<file path="src/verilog/phy_regs_params.svh">
// Offsets, field positions and reset values of the next-page and role control registers.
// Assumes a 32-bit APB slave; the byte address of a register is four times its index.
`ifndef PHY_REGS_PARAMS_SVH
`define PHY_REGS_PARAMS_SVH

`define IDX_CTRL 6'h00
`define IDX_STAT 6'h06
`define IDX_TXP 6'h07
`define IDX_RXP 6'h08
`define IDX_ROLE 6'h09
`define IDX_XOVER 6'h10

`define CTRL_SWRST_BIT 15
`define CTRL_RESTART_BIT 9
`define STAT_PAGE_BIT 1

`define PG_NEXT_BIT 15
`define PG_MP_BIT 13
`define PG_ACK2_BIT 12
`define PG_TOG_BIT 11
`define PG_CODE_MSB 10

`define ROLE_TEST_MSB 15
`define ROLE_TEST_LSB 13
`define ROLE_MEN_BIT 12
`define ROLE_MVAL_BIT 11
`define ROLE_PORT_BIT 10
`define ROLE_FD_BIT 9
`define ROLE_HD_BIT 8
`define XO_MSB 6
`define XO_LSB 5

`define TXP_NEXT_RST 1'h0
`define TXP_MP_RST 1'h1
`define TXP_ACK2_RST 1'h0
`define TXP_TOG_RST 1'h0
`define TXP_CODE_RST 11'h001
`define RXP_RST 16'h0000
`define ROLE_MEN_RST 1'h0
`define ROLE_MVAL_RST 1'h1
`define ROLE_PORT_RST 1'h1
`define ROLE_FD_RST 1'h1
`define ROLE_HD_RST 1'h0

`endif

</file>
<file path="src/verilog/phy_regs_pkg.sv">
// Types shared by the register bank and its page capture unit.
// Assumes the constants header is included by the modules that need numbers.
`default_nettype none

package phy_regs_pkg;

  typedef enum logic [2:0] {
    TM_NORMAL = 3'h0,
    TM_WAVEFORM = 3'h1,
    TM_JITTER_MASTER = 3'h2,
    TM_JITTER_SLAVE = 3'h3
  } test_mode_t;

  typedef enum logic [1:0] {
    XO_STRAIGHT = 2'h0,
    XO_CROSSED = 2'h1,
    XO_UNUSED = 2'h2,
    XO_AUTO = 2'h3
  } xover_t;

endpackage

`default_nettype wire

</file>
<file path="src/verilog/phy_np_role_regs.sv">
// Management register bank: next-page words, role and duplex control, test and wiring mode.
// Assumes an APB master on REF_CLK and a negotiation engine that consumes the applied outputs.
//
// The APB register port is this design's own decision.
`include "phy_regs_params.svh"
`default_nettype none

module phy_np_role_regs (
  // Clock and reset
  input wire logic REF_CLK,
  input wire logic RST,
  // APB slave
  input wire logic PSEL,
  input wire logic PENABLE,
  input wire logic PWRITE,
  input wire logic [7:0] PADDR,
  input wire logic [31:0] PWDATA,
  output logic [31:0] PRDATA,
  output logic PREADY,
  output logic PSLVERR,
  // Negotiation engine
  input wire logic AN_COMPLETE,
  input wire logic PAGE_RX_STB,
  input wire logic [15:0] PAGE_RX_WORD,
  input wire logic PAGE_TX_DONE,
  output logic [15:0] TX_PAGE_WORD,
  output logic RESTART_AN,
  output logic SOFT_RESET,
  // Applied role and advertisement
  output logic MANUAL_ROLE_EN,
  output logic ROLE_MASTER_WANTED,
  output logic ADV_FULL_DUPLEX,
  output logic ADV_HALF_DUPLEX,
  // Line test and wiring
  output var phy_regs_pkg::test_mode_t TX_TEST_MODE,
  output var phy_regs_pkg::xover_t CROSSED_WIRING_MODE
);
  import phy_regs_pkg::*;

  function automatic logic wr_hit(input logic [7:0] addr, input logic [5:0] idx);
    return addr == {idx, 2'h0};
  endfunction

  logic setup;
  logic acc_wr;
  logic acc_rd;
  logic mapped;
  logic [15:0] rd_word;
  logic [31:0] prdata_d;
  logic pslverr_d;
  logic page_clear;
  logic [15:0] rx_word;
  logic page_flag;

  // Transmit page state
  logic tx_next_q, tx_next_d;
  logic tx_mp_q, tx_mp_d;
  logic tx_ack2_q, tx_ack2_d;
  logic tx_tog_q, tx_tog_d;
  logic [10:0] tx_code_q, tx_code_d;

  // Role, test and wiring state
  test_mode_t test_q, test_d;
  logic man_en_q, man_en_d;
  logic man_val_q, man_val_d;
  logic port_q, port_d;
  logic fd_q, fd_d;
  logic hd_q, hd_d;
  xover_t xo_wr_q, xo_wr_d;
  xover_t xo_act_q, xo_act_d;
  test_mode_t test_out_d;
  logic role_out_d;
  logic man_en_out_d;
  logic fd_out_d;
  logic hd_out_d;

  // Control pulses
  logic swrst_q, swrst_d;
  logic restart_q, restart_d;

  assign setup = PSEL & ~PENABLE;
  assign acc_wr = PSEL & PENABLE & PWRITE;
  assign acc_rd = PSEL & PENABLE & ~PWRITE;
  // Zero wait states keep the slave simple; every access ends after one access cycle
  assign PREADY = 1'h1;

  always_comb begin
    rd_word = 16'h0000;
    mapped = (PADDR[1:0] == 2'h0);
    case (PADDR[7:2])
      `IDX_CTRL: rd_word = 16'h0000;
      // Flag only shows once negotiation is complete
      `IDX_STAT: rd_word[`STAT_PAGE_BIT] = page_flag & AN_COMPLETE;
      `IDX_TXP: rd_word = {tx_next_q, 1'h0, tx_mp_q, tx_ack2_q, tx_tog_q, tx_code_q};
      `IDX_RXP: rd_word = rx_word;
      `IDX_ROLE: rd_word = {test_q, man_en_q, man_val_q, port_q, fd_q, hd_q, 8'h00};
      `IDX_XOVER: rd_word[`XO_MSB:`XO_LSB] = xo_wr_q;
      default: mapped = 1'h0;
    endcase
  end

  always_comb begin
    prdata_d = PRDATA;
    pslverr_d = PSLVERR;
    if (setup) begin
      prdata_d = PWRITE ? 32'h0000_0000 : {16'h0000, rd_word};
      pslverr_d = ~mapped;
    end
  end

  always_ff @(posedge REF_CLK or posedge RST) begin
    if (RST) begin
      PRDATA <= 32'h0000_0000;
      PSLVERR <= 1'h0;
    end else begin
      PRDATA <= prdata_d;
      PSLVERR <= pslverr_d;
    end
  end

  // Only a flag that the finished read actually reported is cleared
  assign page_clear = acc_rd & wr_hit(PADDR, `IDX_STAT) & PRDATA[`STAT_PAGE_BIT];

  partner_page_capture u_capture (
    .clk(REF_CLK),
    .rst(RST),
    .sw_rst(swrst_q),
    .page_stb(PAGE_RX_STB),
    .page_word(PAGE_RX_WORD),
    .clear_req(page_clear),
    .rx_word_q(rx_word),
    .page_flag_q(page_flag)
  );

  always_comb begin
    swrst_d = acc_wr & wr_hit(PADDR, `IDX_CTRL) & PWDATA[`CTRL_SWRST_BIT];
    restart_d = acc_wr & wr_hit(PADDR, `IDX_CTRL) & PWDATA[`CTRL_RESTART_BIT];
  end

  always_ff @(posedge REF_CLK or posedge RST) begin
    if (RST) begin
      swrst_q <= 1'h0;
      restart_q <= 1'h0;
    end else begin
      swrst_q <= swrst_d;
      restart_q <= restart_d;
    end
  end

  assign SOFT_RESET = swrst_q;
  assign RESTART_AN = restart_q;

  always_comb begin
    tx_next_d = tx_next_q;
    tx_mp_d = tx_mp_q;
    tx_ack2_d = tx_ack2_q;
    tx_tog_d = tx_tog_q;
    tx_code_d = tx_code_q;
    if (swrst_q) begin
      tx_next_d = `TXP_NEXT_RST;
      tx_mp_d = `TXP_MP_RST;
      tx_ack2_d = `TXP_ACK2_RST;
      tx_tog_d = `TXP_TOG_RST;
      tx_code_d = `TXP_CODE_RST;
    end else begin
      // Toggle is hardware owned; each sent page flips it for the next one
      if (PAGE_TX_DONE) begin
        tx_tog_d = ~tx_tog_q;
      end
      if (acc_wr && wr_hit(PADDR, `IDX_TXP)) begin
        tx_next_d = PWDATA[`PG_NEXT_BIT];
        tx_mp_d = PWDATA[`PG_MP_BIT];
        tx_ack2_d = PWDATA[`PG_ACK2_BIT];
        tx_code_d = PWDATA[`PG_CODE_MSB:0];
      end
    end
  end

  always_ff @(posedge REF_CLK or posedge RST) begin
    if (RST) begin
      tx_next_q <= `TXP_NEXT_RST;
      tx_mp_q <= `TXP_MP_RST;
      tx_ack2_q <= `TXP_ACK2_RST;
      tx_tog_q <= `TXP_TOG_RST;
      tx_code_q <= `TXP_CODE_RST;
      TX_PAGE_WORD <= {`TXP_NEXT_RST, 1'h0, `TXP_MP_RST, `TXP_ACK2_RST, `TXP_TOG_RST,
                       `TXP_CODE_RST};
    end else begin
      tx_next_q <= tx_next_d;
      tx_mp_q <= tx_mp_d;
      tx_ack2_q <= tx_ack2_d;
      tx_tog_q <= tx_tog_d;
      tx_code_q <= tx_code_d;
      TX_PAGE_WORD <= {tx_next_d, 1'h0, tx_mp_d, tx_ack2_d, tx_tog_d, tx_code_d};
    end
  end

  always_comb begin
    test_d = test_q;
    man_en_d = man_en_q;
    man_val_d = man_val_q;
    port_d = port_q;
    fd_d = fd_q;
    hd_d = hd_q;
    xo_wr_d = xo_wr_q;
    xo_act_d = xo_act_q;
    man_en_out_d = MANUAL_ROLE_EN;
    role_out_d = ROLE_MASTER_WANTED;
    fd_out_d = ADV_FULL_DUPLEX;
    hd_out_d = ADV_HALF_DUPLEX;
    if (swrst_q) begin
      // Role and advertisement bits survive a soft reset; test mode does not
      test_d = TM_NORMAL;
      xo_act_d = xo_wr_q;
    end else if (acc_wr && wr_hit(PADDR, `IDX_ROLE)) begin
      test_d = test_mode_t'(PWDATA[`ROLE_TEST_MSB:`ROLE_TEST_LSB]);
      man_en_d = PWDATA[`ROLE_MEN_BIT];
      man_val_d = PWDATA[`ROLE_MVAL_BIT];
      port_d = PWDATA[`ROLE_PORT_BIT];
      fd_d = PWDATA[`ROLE_FD_BIT];
      hd_d = PWDATA[`ROLE_HD_BIT];
    end
    // The unused code is refused so the wiring field never holds it
    if (acc_wr && wr_hit(PADDR, `IDX_XOVER) && PWDATA[`XO_MSB:`XO_LSB] != XO_UNUSED) begin
      xo_wr_d = xover_t'(PWDATA[`XO_MSB:`XO_LSB]);
    end
    if (restart_q) begin
      man_en_out_d = man_en_q;
      role_out_d = man_en_q ? man_val_q : port_q;
      fd_out_d = fd_q;
      hd_out_d = hd_q;
    end
    // Test patterns on an auto-crossing link would confuse the partner
    case (test_q)
      TM_WAVEFORM, TM_JITTER_MASTER, TM_JITTER_SLAVE:
        test_out_d = (xo_act_q != XO_AUTO) ? test_q : TM_NORMAL;
      default: test_out_d = TM_NORMAL;
    endcase
  end

  always_ff @(posedge REF_CLK or posedge RST) begin
    if (RST) begin
      test_q <= TM_NORMAL;
      man_en_q <= `ROLE_MEN_RST;
      man_val_q <= `ROLE_MVAL_RST;
      port_q <= `ROLE_PORT_RST;
      fd_q <= `ROLE_FD_RST;
      hd_q <= `ROLE_HD_RST;
      xo_wr_q <= XO_AUTO;
      xo_act_q <= XO_AUTO;
      MANUAL_ROLE_EN <= `ROLE_MEN_RST;
      ROLE_MASTER_WANTED <= `ROLE_PORT_RST;
      ADV_FULL_DUPLEX <= `ROLE_FD_RST;
      ADV_HALF_DUPLEX <= `ROLE_HD_RST;
      TX_TEST_MODE <= TM_NORMAL;
    end else begin
      test_q <= test_d;
      man_en_q <= man_en_d;
      man_val_q <= man_val_d;
      port_q <= port_d;
      fd_q <= fd_d;
      hd_q <= hd_d;
      xo_wr_q <= xo_wr_d;
      xo_act_q <= xo_act_d;
      MANUAL_ROLE_EN <= man_en_out_d;
      ROLE_MASTER_WANTED <= role_out_d;
      ADV_FULL_DUPLEX <= fd_out_d;
      ADV_HALF_DUPLEX <= hd_out_d;
      TX_TEST_MODE <= test_out_d;
    end
  end

  assign CROSSED_WIRING_MODE = xo_act_q;
endmodule // phy_np_role_regs

`default_nettype wire

</file>
<file path="src/verilog/partner_page_capture.sv">
// Holds the partner's received next-page word and the latched page-received flag.
// Assumes page_stb is a one-cycle pulse from the negotiation engine.
`include "phy_regs_params.svh"
`default_nettype none

module partner_page_capture (
  // Clock and reset
  input wire logic clk,
  input wire logic rst,
  input wire logic sw_rst,
  // Page from the line side
  input wire logic page_stb,
  input wire logic [15:0] page_word,
  // Register side
  input wire logic clear_req,
  output logic [15:0] rx_word_q,
  output logic page_flag_q
);
  import phy_regs_pkg::*;

  logic [15:0] rx_word_d;
  logic page_flag_d;

  always_comb begin
    rx_word_d = rx_word_q;
    page_flag_d = page_flag_q;
    if (sw_rst) begin
      rx_word_d = `RXP_RST;
      page_flag_d = 1'h0;
    end else begin
      if (clear_req) begin
        page_flag_d = 1'h0;
      end
      // A new page in the clearing cycle still leaves the flag set
      if (page_stb) begin
        rx_word_d = page_word;
        page_flag_d = 1'h1;
      end
    end
  end

  always_ff @(posedge clk or posedge rst) begin
    if (rst) begin
      rx_word_q <= `RXP_RST;
      page_flag_q <= 1'h0;
    end else begin
      rx_word_q <= rx_word_d;
      page_flag_q <= page_flag_d;
    end
  end
endmodule // partner_page_capture

`default_nettype wire

</file>
<file path="config.mk">
export PLATFORM = sky130hd
export DESIGN_NAME = phy_np_role_regs
export DESIGN_NICKNAME = d
export VERILOG_FILES = /design/src/verilog/phy_regs_pkg.sv /design/src/verilog/phy_np_role_regs.sv /design/src/verilog/partner_page_capture.sv
export VERILOG_INCLUDE_DIRS = /design/src /design/src/verilog
export SDC_FILE = /design/constraint.sdc
export NUM_CORES = 1
export LEC_CHECK = 0
export BUFFER_PORTS_ARGS = -buffer_cell sky130_fd_sc_hd__clkbuf_2
export CAP_MARGIN = 20
export CORE_UTILIZATION = 44
export DETAILED_ROUTE_END_ITERATION = 6
export MAX_ROUTING_LAYER = met4
export PLACE_DENSITY = 0.74
export SKIP_LAST_GASP = 1
export SLEW_MARGIN = 20
export SYNTH_ARGS = -nofsm -noshare
export SYNTH_HDL_FRONTEND = slang
export SYNTH_HIERARCHICAL = 1
export SYNTH_SLANG_ARGS = --single-unit
</file>
<file path="constraint.sdc">
create_clock -name REF_CLK -period 1.9 [get_ports REF_CLK]
set_input_delay 0.57 -clock REF_CLK [delete_from_list [all_inputs] [get_ports REF_CLK]]
set_output_delay 0.57 -clock REF_CLK [all_outputs]
set_load 0.03 [all_outputs]
</file>
==> flow_summary.yaml <==
job:
  drv_cap: 0
logic_synthesis:
  syn_inst: 296
  ys_top_cells_by_area: "dfrtp_1, dfstp_2, mux2i_1"
  yosys-top-cells-count: "dfrtp_1, mux2i_1, nor2_1, buf_4, nand2_1"
  syn_area_per_cell_um2: 11.2
  synth_area_leader_cell: "dfrtp_1"
  ys_warn_count: 6
  yosysTopAreaCellShare_pct: 44.4
  syn_area_um2: 3320
  synth.most_common_cell: "dfrtp_1"
  synth_edf_count: 0
  synth_cell_types: 45
  ys_seq_area_share_pct: 53.1
  synth_ff_type: "dfrtp_1"
  synth-seq-cells: 70
  synth-async-reset-ratio_pct: 100
clock_tree:
  cts_buffer_depth: 2
  cts_made_buffers: 9
  cts_sinks: 70
  postCtsSetupBuffers: 0
  clk_pin_slew_ps: 80
  cts_resized: 0
  ctsHoldBuffers: 0
  clk_latency_ps: 350
  root_buffer: "clkbuf_8"
  cts_tree: "done"
  ctsHtreeMaxLevel: 3
routing:
  drt_wl_total_mm: 8.25
  drc: 0
  ant_nets: 0
  vias: 2627
  wl_per_cell_um: 16.0
  viasPerCell: 5.10
  firstDrtPassIters: 4
  drt-initial-drc-count: 162
sta:
  slew_headroom_pct: 58.0
  finalCriticalPeriod_ps: 1870
  slew_viol_final: 0
  finClkSkew_ps: 13.1
  rsz0062_at_grt: "no"
  fin_crit_sh_pct: 98.3
  timing.final.ws_setup_ps: 32.3
  worst-slew-pin-transition_ps: 629
  whs_ps: 254
  final-hold-violation-count: 0
  clock.fmax_mhz: 535
  setup_viol: 0
critical_path:
  startpoint: "SOFT_RESET$_DFF_PP0_"
  slowest_delay_ps: 660
  worstSetupEndpointType: "output port"
  r2r_slack_ps: 400
  critPathBufInv: 1
  cp-start-kind: "flip-flop"
  path_max_fanout: 8
  crit_arrival_ps: 1300
  worst_r2r_path_depth: 2
  r2r_start: "SOFT_RESET$_DFF_PP0_"
  cp_top_family: "flip-flops"
  criticalPathCategory: "flip-flop to output port"
  crit-reg2reg-capture: "hd_q$_DFFE_PP0P_"
  crit_required_ps: 1330
  crit_chain: "clkbuf_2"
  critPathSlowestCell: "dfrtp_1"
power_and_ir_drop:
  internal-power_mw: 2.61
  ir_drop_mv: 0.354
  p_leak_nw: 2.20
  powerDensity_nw_per_um2: 820
  switching_power_mw: 0.850
  total_power_mw: 3.46
  p_clk_share_pct: 42.4
  seqPwrFrac_pct: 46.3
  p_sw_share_pct: 24.5
  combPwrFrac_pct: 11.3
placed_design:
  portBuffers: 90
  place_congestion: 0.909
  placed_cells: 499
  hpwlAfterDp_mm: 6.16
  dp_slack_ps: -200
global_route:
  antenna_found_initial: 0
  grt_start_max_net_pins: 54
  grt_pass1_vias: 2557
  grt_pass1_wl_mm: 12.7
  gr-usage-all-layers_pct: 22.7
  grt-ovfl-total: 0
die:
  die_y_um: 88.9
  core-area_um2: 7290
  initial_core_util_pct: 45.6
  num_rows: 31
  ios: 125
  dieArea_um2: 7910
  die_w_um: 88.9
min_path:
  min_path_type: "input port to asynchronous set/reset pin"
cells_and_area:
  area_growth_pct: 27.1
  drive_above_1_share_pct: 39.7
  fin_cells: 515
  diodes: 0
  nets: 475
  post-route-util_pct: 58.0
status:
  status: "complete, no violations"
## power groups by stage
stage | sequential (mW) | combinational (mW) | clock [mW]
final | 1.60 | 0.392 | 1.47
after global routing | 1.61 | 0.430 | 1.57
after CTS | 1.60 | 0.394 | 1.49
after detailed placement | 1.63 | 0.392 | 0
after global placement | 1.63 | 0.384 | 0
after floorplan | 1.63 | 0.279 | 0
## state kept, by name (all words and copies together), names as in the netlist, 2 cells and up
name	flops
xo_wr_q	2
test_q	3
TX_PAGE_WORD	5
tx_code_q	10
TX_TEST_MODE	3
CROSSED_WIRING_MODE	2
u_capture/rx_word_q	16
PRDATA	16
## cells in the final DEF, fill, tap and decap left out, types with 2 or more instances in the layout
master,n
nor3_1,4
nand3_1,2
and2_1,2
nor3_4,2
buf_12,2
mux2i_1,28
clkbuf_2,90
nor4_1,2
o21ai_0,13
nor4b_1,2
bufinv_16,3
nor2b_1,2
a22oi_1,8
clkbuf_8,10
a2bb2oi_1,7
xnor2_1,2
buf_4,31
dfstp_2,11
mux2_2,10
inv_1,8
conb_1,19
dfrtp_1,59
nand2b_1,2
and4_1,2
nor2_1,26
nor3b_1,3
a22o_1,14
and4b_1,2
nand2_1,23
a21oi_1,8
nand4bb_1,2
## cell families (layout without fill, tap and decap cells)
kind of cell / after synthesis / in the layout / synth area share, %
simple gates: 85 / 85 / 14.1
flops: 70 / 70 / 53.1
compound gates: 54 / 54 / 11.5
buf+inv: 45 / 148 / 8.73
mux: 38 / 38 / 11.8
other cells: 2 / 19 / 0.226
xor+xnor: 2 / 2 / 0.527
## area by class of cell
type                            count  area [um^2]
Fill cell                         655         3070
Inverter                            9         33.8
Tap cell                           99          124
Timing Repair Buffer              123          723
Clock inverter                      5          106
Clock buffer                       11          141
Sequential cell                    70         1770
Multi-Input combinational cell    198         1330
## layer usage
layer  global-route usage (%)  up-vias  routed length [um]
met4                     8.80        0                 118
met1                     29.4     1285                3680
met3                     5.82       13                 577
met2                     34.5       92                3870
met5                        -        -                   0
li1                         -     1237                   -
## worst min-delay path, stage by stage
cell and delay, ps:
clkbuf_2 100, inv_2 60, buf_12 260
## worst max path at each step
stage	cells past startpoint	to
detailed placement	5	hd_q$_DFFE_PP0P_
global placement	5	hd_q$_DFFE_PP0P_
finish	1	SOFT_RESET
CTS	1	SOFT_RESET
global route	1	SOFT_RESET
floorplan	4	hd_q$_DFFE_PP0P_
## per-stage QoR
step           TNS, ps  area (um^2)
6_report             0         4230
5_1_grt              0         4230
3_3_place_gp      -859         3980
3_5_place_dp     -1760         3980
2_1_floorplan        0         3390
4_1_cts              0         4230
Power figures use the tool's default switching activity.
